<file path="config.mk">
export PLATFORM = sky130hd
export DESIGN_NAME = hss_status
export DESIGN_NICKNAME = d
export VERILOG_FILES = /design/src/hdl/hss_pkg.sv /design/src/hdl/hss_status.sv
export SDC_FILE = /design/constraint.sdc
export NUM_CORES = 1
export LEC_CHECK = 0
export BUFFER_PORTS_ARGS = -buffer_cell sky130_fd_sc_hd__buf_4
export CELL_PAD_IN_SITES_DETAIL_PLACEMENT = 0
export CELL_PAD_IN_SITES_GLOBAL_PLACEMENT = 1
export CORE_ASPECT_RATIO = 2
export CORE_UTILIZATION = 35
export DETAILED_ROUTE_END_ITERATION = 10
export PLACE_DENSITY = 0.92
export SYNTH_ARGS = -nofsm -noshare
export SYNTH_HDL_FRONTEND = slang
export SYNTH_SLANG_ARGS = --single-unit
</file>
<file path="constraint.sdc">
create_clock -name clk_i -period 5.7 [get_ports clk_i]
set_clock_uncertainty 0.1 [all_clocks]
set_input_delay 0.855 -clock clk_i [delete_from_list [all_inputs] [get_ports clk_i]]
set_output_delay 0.855 -clock clk_i [all_outputs]
set_load 0.01 [all_outputs]
</file>
<file path="src/hdl/hss_pkg.sv">
// package for the hdlc status block: register map, field positions, codes.
// assumes a 32-bit classic wishbone bus with byte addresses.
package hss_pkg;

  // ****************************************************************
  // register map
  // ****************************************************************
  // status port index as printed; byte address is four times the index
  localparam logic [11:0] HSS_STAT_E_IDX  = 12'h0cb;
  localparam logic [11:0] HSS_STAT_F_IDX  = 12'h0d3;
  localparam logic [11:0] HSS_RXDATA_ADR  = 12'h400;
  localparam logic [11:0] HSS_TXDATA_ADR  = 12'h404;
  localparam logic [11:0] HSS_INTSTAT_ADR = 12'h408;
  localparam logic [11:0] HSS_INTMASK_ADR = 12'h40c;

  // ****************************************************************
  // status field positions
  // ****************************************************************
  localparam int HSS_B_RXFULL  = 7;
  localparam int HSS_B_FRM_HI  = 6;
  localparam int HSS_B_OVR     = 5;
  localparam int HSS_B_FRM_LO  = 4;
  localparam int HSS_B_TXFULL  = 3;
  localparam int HSS_B_CAUSE_H = 2;
  localparam int HSS_B_CAUSE_L = 1;
  localparam int HSS_B_SHORT   = 0;
  localparam int HSS_B_TXLAST  = 8;  // last-in-frame mark in tx data write

  // ****************************************************************
  // codes and reset values
  // ****************************************************************
  localparam logic [1:0] HSS_FRM_DATA  = 2'h0;
  localparam logic [1:0] HSS_FRM_ABORT = 2'h1;
  localparam logic [1:0] HSS_FRM_CRCOK = 2'h2;
  localparam logic [1:0] HSS_FRM_CRCER = 2'h3;
  localparam logic [1:0] HSS_CAUSE_EMPTY = 2'h0;
  localparam logic [1:0] HSS_CAUSE_CRC   = 2'h1;
  localparam logic [1:0] HSS_CAUSE_ABORT = 2'h2;
  localparam logic [1:0] HSS_CAUSE_FLAG  = 2'h3;
  localparam logic [1:0] HSS_FLAGS_ONE = 2'h1;
  localparam logic [1:0] HSS_FLAGS_TWO = 2'h2;
  localparam logic [2:0] HSS_INT_RST   = 3'h0;
  localparam int HSS_I_RX  = 0;  // sticky: byte received
  localparam int HSS_I_TX  = 1;  // sticky: transmit interrupt raised
  localparam int HSS_I_OVR = 2;  // sticky: receive overrun

endpackage

</file>
<file path="src/hdl/hss_status.sv">
// hdlc serial port status register with receive/transmit holding buffers.
// assumes framer logic on the same clock gives one-cycle event pulses,
// and a classic wishbone master on the register side.
// Functional notes
// - bit 7 set while rx byte buffered; rx interrupt while it is set
// - frame field bits 6,4 read 00 for ordinary data byte
// - frame field reads 01 when byte was followed by abort
// - frame field 10 for last byte good crc, 11 for crc error
// - bit 5 set on rx overrun, cleared by reading rx buffer
// - bit 3 high while tx buffer holds an untaken byte
// - tx interrupt when transmitter takes byte, unless marked last in frame
// - tx interrupt cleared by tx buffer write or any status write
// - cause bits 2:1 read 00 for tx buffer empty interrupt
// - tx interrupt with cause 01 when crc sending finishes
// - data answering crc interrupt gets exactly one flag, no interrupt
// - tx interrupt with cause 10 when abort sending finishes
// - cause 11 after closing flag; answering data gets two or more flags
// - bit 0 set when buffered rx byte has fewer than 8 bits
//
// Our own choice: the Wishbone register port.
module hss_status
  import hss_pkg::*;
#(
  parameter logic [11:0] STAT_IDX = HSS_STAT_E_IDX
)(
  // clock, reset, enable
  input  wire logic        clk_i,
  input  wire logic        rst_i,
  input  wire logic        ce_i,
  // wishbone slave
  input  wire logic        cyc_i,
  input  wire logic        stb_i,
  input  wire logic        we_i,
  input  wire logic [11:0] adr_i,
  input  wire logic [3:0]  sel_i,
  input  wire logic [31:0] dat_i,
  output logic      [31:0] dat_o,
  output logic             ack_o,
  // receiver side
  input  wire logic        rx_load_i,
  input  wire logic [7:0]  rx_data_i,
  input  wire logic [1:0]  rx_frame_i,
  input  wire logic        rx_short_i,
  // transmitter side
  input  wire logic        tx_take_i,
  input  wire logic        tx_crc_done_i,
  input  wire logic        tx_abort_done_i,
  input  wire logic        tx_flag_done_i,
  output logic      [7:0]  tx_data_o,
  output logic             tx_last_o,
  output logic             tx_valid_o,
  output logic      [1:0]  tx_min_flags_o,
  // interrupts
  output logic             rx_irq_o,
  output logic             tx_irq_o,
  output logic             irq_o
);

  // ****************************************************************
  // state
  // ****************************************************************
  logic        ack_r;
  logic [31:0] dat_r;
  logic        rx_full_r;
  logic [7:0]  rx_data_r;
  logic [1:0]  rx_frame_r;
  logic        rx_short_r;
  logic        rx_ovr_r;
  logic        tx_full_r;
  logic [7:0]  tx_data_r;
  logic        tx_last_r;
  logic        tx_irq_r;
  logic [1:0]  tx_cause_r;
  logic [1:0]  tx_flags_r;
  logic        flag_quiet_r;
  logic [2:0]  int_sts_r;
  logic [2:0]  int_msk_r;
  logic        irq_r;

  // ****************************************************************
  // bus decode
  // ****************************************************************
  logic        acc;
  logic        wr;
  logic        rd;
  logic        hit_stat;
  logic        stat_wr;
  logic        rx_rd;
  logic        tx_wr;
  logic        ists_wr;
  logic        imsk_wr;
  logic [7:0]  stat;
  logic [31:0] rd_mux;
  logic        tx_evt;
  logic [2:0]  int_evt;
  logic [11:0] stat_adr;

  // the access is acted on in the edge that raises ack, once only
  assign stat_adr = {STAT_IDX[9:0], 2'h0};
  assign acc      = ce_i & cyc_i & stb_i & ~ack_r;
  assign wr       = acc & we_i & sel_i[0];
  assign rd       = acc & ~we_i;
  assign hit_stat = (adr_i == stat_adr);
  assign stat_wr  = wr & hit_stat;
  assign rx_rd    = rd & (adr_i == HSS_RXDATA_ADR);
  assign tx_wr    = wr & (adr_i == HSS_TXDATA_ADR);
  assign ists_wr  = wr & (adr_i == HSS_INTSTAT_ADR);
  assign imsk_wr  = wr & (adr_i == HSS_INTMASK_ADR);

  // status byte assembly
  always_comb
  begin
    stat                = 8'h00;
    stat[HSS_B_RXFULL]  = rx_full_r;
    stat[HSS_B_FRM_HI]  = rx_frame_r[1];
    stat[HSS_B_FRM_LO]  = rx_frame_r[0];
    stat[HSS_B_OVR]     = rx_ovr_r;
    stat[HSS_B_TXFULL]  = tx_full_r;
    stat[HSS_B_CAUSE_H] = tx_cause_r[1];
    stat[HSS_B_CAUSE_L] = tx_cause_r[0];
    stat[HSS_B_SHORT]   = rx_short_r;
  end

  // read data select; unmapped addresses read as zero
  always_comb
  begin
    rd_mux = 32'h0000_0000;
    if (hit_stat)
    begin
      rd_mux[7:0] = stat;
    end
    else if (adr_i == HSS_RXDATA_ADR)
    begin
      rd_mux[7:0] = rx_data_r;
    end
    else if (adr_i == HSS_TXDATA_ADR)
    begin
      rd_mux[8:0] = {tx_last_r, tx_data_r};
    end
    else if (adr_i == HSS_INTSTAT_ADR)
    begin
      rd_mux[2:0] = int_sts_r;
    end
    else if (adr_i == HSS_INTMASK_ADR)
    begin
      rd_mux[2:0] = int_msk_r;
    end
  end

  // ****************************************************************
  // wishbone answer
  // ****************************************************************
  // one wait state: ack follows the request by one edge, drops after one
  always_ff @(posedge clk_i)
  begin
    if (rst_i)
    begin
      ack_r <= 1'b0;
      dat_r <= 32'h0000_0000;
    end
    else if (ce_i)
    begin
      ack_r <= cyc_i & stb_i & ~ack_r;
      if (acc)
      begin
        dat_r <= we_i ? 32'h0000_0000 : rd_mux;
      end
    end
  end

  // ****************************************************************
  // receive holding buffer
  // ****************************************************************
  // a new byte overwrites the held one; the overrun bit records the loss
  always_ff @(posedge clk_i)
  begin
    if (rst_i)
    begin
      rx_full_r  <= 1'b0;
      rx_data_r  <= 8'h00;
      rx_frame_r <= HSS_FRM_DATA;
      rx_short_r <= 1'b0;
    end
    else if (ce_i)
    begin
      if (rx_load_i)
      begin
        rx_full_r  <= 1'b1;            // load wins over a same-cycle read
        rx_data_r  <= rx_data_i;
        rx_frame_r <= rx_frame_i;
        rx_short_r <= rx_short_i;
      end
      else if (rx_rd)
      begin
        rx_full_r <= 1'b0;
      end
    end
  end

  // overrun flag: a load into a full, unread buffer sets it
  always_ff @(posedge clk_i)
  begin
    if (rst_i)
    begin
      rx_ovr_r <= 1'b0;
    end
    else if (ce_i)
    begin
      if (rx_load_i & rx_full_r & ~rx_rd)
      begin
        rx_ovr_r <= 1'b1;
      end
      else if (rx_rd)
      begin
        rx_ovr_r <= 1'b0;
      end
    end
  end

  // ****************************************************************
  // transmit holding buffer
  // ****************************************************************
  // writes while full replace the byte; software should watch bit 3
  always_ff @(posedge clk_i)
  begin
    if (rst_i)
    begin
      tx_full_r <= 1'b0;
      tx_data_r <= 8'h00;
      tx_last_r <= 1'b0;
    end
    else if (ce_i)
    begin
      if (tx_wr)
      begin
        tx_full_r <= 1'b1;
        tx_data_r <= dat_i[7:0];
        tx_last_r <= dat_i[HSS_B_TXLAST];
      end
      else if (tx_take_i)
      begin
        tx_full_r <= 1'b0;
      end
    end
  end

  // ****************************************************************
  // transmit interrupt and cause
  // ****************************************************************
  // any transmit event; an event in the clearing cycle still wins
  assign tx_evt = (tx_take_i & tx_full_r & ~tx_last_r)
                | tx_crc_done_i
                | tx_abort_done_i
                | (tx_flag_done_i & ~flag_quiet_r);

  always_ff @(posedge clk_i)
  begin
    if (rst_i)
    begin
      tx_irq_r   <= 1'b0;
      tx_cause_r <= HSS_CAUSE_EMPTY;
    end
    else if (ce_i)
    begin
      if (tx_evt)
      begin
        tx_irq_r <= 1'b1;
        if (tx_crc_done_i)
        begin
          tx_cause_r <= HSS_CAUSE_CRC;
        end
        else if (tx_abort_done_i)
        begin
          tx_cause_r <= HSS_CAUSE_ABORT;
        end
        else if (tx_flag_done_i & ~flag_quiet_r)
        begin
          tx_cause_r <= HSS_CAUSE_FLAG;
        end
        else
        begin
          tx_cause_r <= HSS_CAUSE_EMPTY;
        end
      end
      else if (tx_wr | stat_wr)
      begin
        tx_irq_r <= 1'b0;                  // written value ignored
      end
    end
  end

  // flag spacing told to the transmitter for the next frame
  always_ff @(posedge clk_i)
  begin
    if (rst_i)
    begin
      tx_flags_r   <= HSS_FLAGS_TWO;
      flag_quiet_r <= 1'b0;
    end
    else if (ce_i)
    begin
      if (tx_wr & tx_irq_r & (tx_cause_r == HSS_CAUSE_CRC))
      begin
        tx_flags_r   <= HSS_FLAGS_ONE;
        flag_quiet_r <= 1'b1;              // separating flag is silent
      end
      else if (tx_wr)
      begin
        tx_flags_r   <= HSS_FLAGS_TWO;
        flag_quiet_r <= 1'b0;
      end
      else if (tx_flag_done_i)
      begin
        flag_quiet_r <= 1'b0;
      end
    end
  end

  // ****************************************************************
  // sticky interrupt status and mask
  // ****************************************************************
  assign int_evt = {rx_load_i & rx_full_r & ~rx_rd, tx_evt, rx_load_i};

  // per-bit write-one-to-clear; a same-cycle event keeps the bit set
  for (genvar i = 0; i < 3; i++)
  begin : g_int
    always_ff @(posedge clk_i)
    begin
      if (rst_i)
      begin
        int_sts_r[i] <= HSS_INT_RST[i];
      end
      else if (ce_i)
      begin
        if (int_evt[i])
        begin
          int_sts_r[i] <= 1'b1;
        end
        else if (ists_wr & dat_i[i])
        begin
          int_sts_r[i] <= 1'b0;
        end
      end
    end
  end

  // mask and registered interrupt outputs
  always_ff @(posedge clk_i)
  begin
    if (rst_i)
    begin
      int_msk_r <= HSS_INT_RST;
      irq_r     <= 1'b0;
    end
    else if (ce_i)
    begin
      if (imsk_wr)
      begin
        int_msk_r <= dat_i[2:0];
      end
      irq_r <= |(int_sts_r & int_msk_r);
    end
  end

  // ****************************************************************
  // outputs, all straight from flip-flops
  // ****************************************************************
  assign dat_o          = dat_r;
  assign ack_o          = ack_r;
  assign tx_data_o      = tx_data_r;
  assign tx_last_o      = tx_last_r;
  assign tx_valid_o     = tx_full_r;
  assign tx_min_flags_o = tx_flags_r;
  assign rx_irq_o       = rx_full_r;       // level while byte waits
  assign tx_irq_o       = tx_irq_r;
  assign irq_o          = irq_r;

endmodule

</file>
== After elaboration in Yosys (flattened, before gate mapping) ==
Index checks and enable logic that the tools add are counted.

* Word-level logic and storage cells: 112
* Input port bits: 70
* Bits in registers: 69
* Output and inout bits: 48

* Reductions and logical operators: 24
* Bitwise logic cells: 33
* Multiplexer cells: 30
* Equality and inequality tests: 6

{| class="wikitable"
|+ Operator list
! operator !! count
|-
| $eq A12 B11 Y1 const B || 4
|-
| $reduce_and A2 Y1 || 14
|-
| $and A1 B1 Y1 || 23
|-
| $mux W1 || 18
|-
| $mux W8 || 2
|-
| $reduce_bool A2 Y1 || 8
|-
| $eq A12 B10 Y1 const B || 1
|-
| $mux W2 || 5
|-
| $mux W3 || 3
|-
| $mux W9 || 1
|-
| $mux W6 || 1
|-
| $not A1 Y1 || 5
|-
| $or A1 B1 Y1 || 4
|-
| $and A3 B3 Y3 || 1
|-
| $reduce_bool A3 Y1 || 1
|-
| $reduce_or A3 Y1 || 1
|-
| $eq A2 B1 Y1 const B || 1
|}

== Logic depth before layout (Yosys ltp) ==
* Word-level depth: 10
* Depth in mapped cells: 6
* Gate-level depth less buffers: 4

== Worst setup path after synthesis ==
No wires, ideal clock.

* Kind: input to register
* Start: input adr_i[7]
* End: register tx_flags_r[1], in the netlist tx_min_flags_o[1]
* Arrival: 2.647 ns
* Path buffers: 1
* Path slack: 2.839 ns
* Library setup time: 0.114 ns
* Required time: 5.486 ns
* Stages: 5
* Path through: or4b_4 -> or4_1 -> clkbuf_2 -> or4_4 -> a21o_1

* Cells in the longest elaborated chain, start to end: 6
* Elaborated cells on any way between the ends: 7
* Classes of those cells: eq/ne: 1; mux: 1; bitwise: 3; reduce/logical: 2

{| class="wikitable"
|+ RTL lines
! item !! line !! text
|-
| start, declared || hss_status.sv:34 || <nowiki>input wire logic [11:0] adr_i,</nowiki>
|-
| $eq A12 B11 Y1 (*) || hss_status.sv:106 || <nowiki>assign tx_wr = wr & (adr_i == HSS_TXDATA_ADR);</nowiki>
|-
| $and A1 B1 Y1 (*) || hss_status.sv:106 ||
|-
| $and A1 B1 Y1 (2 in series) || hss_status.sv:302 || <nowiki>if (tx_wr & tx_irq_r & (tx_cause_r == HSS_CAUSE_CRC))</nowiki>
|-
| $reduce_bool A2 Y1 (no line) || - ||
|-
| $reduce_and A2 Y1 (no line) || - ||
|-
| end signal, assigned || hss_status.sv:297 || <nowiki>tx_flags_r <= HSS_FLAGS_TWO;</nowiki>
|-
| end signal, assigned || hss_status.sv:304 || <nowiki>tx_flags_r <= HSS_FLAGS_ONE;</nowiki>
|-
| end signal, assigned || hss_status.sv:309 || <nowiki>tx_flags_r <= HSS_FLAGS_TWO;</nowiki>
|-
| end, declared || hss_status.sv:74 || <nowiki>logic [1:0] tx_flags_r;</nowiki>
|}

Mark *: on every way between the ends. The rest lies on a longest branch, timed or not.
A chain may end at the register's enable or synchronous reset.

== Final worst setup path ==
* Start: input ce_i
* End: register tx_flags_r[1], in the netlist tx_min_flags_o[1]

* Cells in the longest elaborated chain, start to end: 10
* Elaborated cells on any way between the ends: 11
* Classes of those cells: mux: 1; bitwise: 8; reduce/logical: 2

{| class="wikitable"
|+ RTL lines
! item !! line !! text
|-
| start, declared || hss_status.sv:29 || <nowiki>input wire logic ce_i,</nowiki>
|-
| $and A1 B1 Y1 (3 in series) || hss_status.sv:100 || <nowiki>assign acc = ce_i & cyc_i & stb_i & ~ack_r;</nowiki>
|-
| $and A1 B1 Y1 (2 in series) || hss_status.sv:101 || <nowiki>assign wr = acc & we_i & sel_i[0];</nowiki>
|-
| $and A1 B1 Y1 || hss_status.sv:106 ||
|-
| $and A1 B1 Y1 (2 in series) || hss_status.sv:302 ||
|-
| $reduce_bool A2 Y1 (no line) || - ||
|-
| $reduce_and A2 Y1 (no line) || - ||
|}

Parallel ways exist; a longest one is shown, timed or not.

==> results_dict.tcl <==
set metrics [dict create \
    maxSlewHeadroom_pct 41.7 \
    routedWlPerCell_um 16.2 \
    placed_cell_area_um2 2900 \
    synth-seq-cells 46 \
    hold_viol 0 \
    power.density_nw_per_um2 233 \
    overflow 0 \
    yosysWarnings 0 \
    drt-vias-per-instance 5.51 \
    grt_pass1_wl_um 11200 \
    wirelength_um 7090 \
    cp-start-kind "input pin" \
    cts-resized-gates 0 \
    avgSynthCellArea_um2 8.33 \
    groute.usage.overall_pct 20.9 \
    dieArea_um2 7230 \
    htree_levels 2 \
    syn_inst 289 \
    synth_edf_count 0 \
    core_um2 6620 \
    fin_cells 439 \
    diodes 0 \
    setup_tns_ns 0 \
    drv_cap 0 \
    cts.path.max_buffers 2 \
    post-route-cell-area_um2 3050 \
    clk_pin_slew_ns 0.06 \
    initial_core_util_pct 36.3 \
    rsz0062_at_grt "false" \
    cts_inserted_buffers 5 \
    ant_nets 0 \
    syn_to_final_growth_pct 26.6 \
    grt_pass1_vias 2287 \
    crit_arrival_ns 3.34 \
    peakVddDrop_uv 135 \
    regArea_um2 921 \
    finalWorstSetupSlack_ns 2.44 \
    syn_area_um2 2410 \
    hold_buffers 0 \
    fin_crit_sh_pct 57.1 \
    drc 0 \
    final_layout_size_suffix_gt1_share_pct 26.5 \
    drt_iter0_drc 110 \
    place_ws_ns 2.13 \
    worstSetupEndpointType "flop" \
    setup_violations 0 \
    rows 42 \
    dp_cells 431 \
    io_pins 118 \
    fmax_ghz 0.307 \
    ys_seq_area_share_pct 38.3 \
    hold-worst-slack_ns 0.351 \
    path_max_fanout 17 \
    worstMarginPinSlew_ns 0.862 \
    clockRootBuffer "clkbuf_16" \
    hpwl_um 5200 \
    clock_latency_ns 0.29 \
    fillers 687 \
    p_leak_nw 1.23 \
    synth_ff_type "dfxtp_1" \
    port_buffers 68 \
    cp.required_ns 5.79 \
    crit_type "input pin to flop" \
    multi_input_area_um2 1310 \
    vias 2417 \
    hold_path.class "flop to flop" \
    fin_nets 420 \
    die_width_um 60.6 \
    synth_cell_types 52 \
    drv_slew 0 \
    status "completed" \
    grt_start_max_net_pins 38 \
    routabilityCongestion 0.833 \
    cts_setup_buffers 0 \
    antenna_found_initial 0 \
    async_flop_share_pct 0 \
    min_period_ns 3.26 \
    cts_sinks 46 \
    dr.pass1.iters 5 \
    cts_tree "yes" \
    fp.dieH_um 119 \
]
## flip-flops by register name, summed over array words and instances, names as in the netlist, 2 cells and up
register	flops
dat_o	9
rx_data_r	8
tx_data_o	8
int_msk_r	3
int_sts_r	3
rx_frame_r	2
tx_cause_r	2
tx_min_flags_o	2
## kinds of logic after synthesis
| family | count (synthesis) | synth area share (%) |
|---|---|---|
| AND/OR/NAND/NOR | 112 | 27.5 |
| AO/OA/AOI/OAI | 82 | 21.6 |
| flip-flops | 46 | 38.3 |
| buffers and inverters | 45 | 11.1 |
| multiplexers | 3 | 1.40 |
| other | 1 | 0.156 |
## through the flow
stage	total power, W	utilization [%]
floorplan	0.000391	-
global placement	0.000419	43.8
detailed placement	0.000420	43.8
CTS	0.000710	46.0
global route	0.000736	46.0
finish	0.000710	46.0
## final timing paths
path	from	to	slack, ns	depth (start not counted)
worst min register to register	rx_frame_r[0]	rx_frame_r[0]	0.35	2
worst min-delay path	rx_frame_r[0]	rx_frame_r[0]	0.35	2
worst max-delay path	ce_i	tx_min_flags_o[1]	2.44	5
worst max register to register	ack_o	tx_min_flags_o[1]	2.85	4
## final cells by class
cell class | count | area share [%]
Multi-Input combinational cell | 220 | 42.9
Sequential cell | 46 | 30.2
Timing Repair Buffer | 72 | 17.7
Clock buffer | 7 | 4.68
Tap cell | 88 | 3.62
Inverter | 5 | 0.616
Clock inverter | 1 | 0.164
## per-layer routing
metal / GRT usage, % / share of wire (%) / up-vias
li1: - / - / 1156
met1: 22.4 / 35 / 1145
met2: 36.9 / 57 / 98
met3: 2.71 / 4.1 / 18
met4: 11.9 / 4.0 / 0
met5: 0 / 0 / -
## cells in the mapped netlist, drive strengths merged (4+ instances only)
master   n  share of area (%)
buf     26                8.1
nand3   15                3.1
o211ai   6                1.9
a22o     4                1.5
nor4     4                1.0
clkbuf  14                2.2
nand4    8                2.1
and4b   11                4.7
and4     4                1.7
a21oi   28                5.8
inv      5               0.78
nor2     8                1.2
dfxtp   46                 38
o21ai   21                4.4
nand2   37                5.8
## worst max-delay path: stages
cell	delay [ns]
buf_4	0.19
nand4b_1	0.54
or4_1	0.98
or4_4	0.60
a21o_1	0.17
## power by group
group          internal (W)  total (W)  switching, W
registers          0.000329   0.000335    0.00000521
logic             0.0000335  0.0000791     0.0000457
clock network      0.000174   0.000297      0.000123
total              0.000537   0.000710      0.000174
## placed cells by master, fill, tap and decap left out, drive strengths merged, types with 8 or more instances in the layout
master  instances
a21oi          28
and4b          11
buf            72
conb           23
dfxtp          46
nand2          37
nand3          15
nand4           8
nor2            8
o21ai          21
No activity file was read; power rests on OpenSTA's default activity.
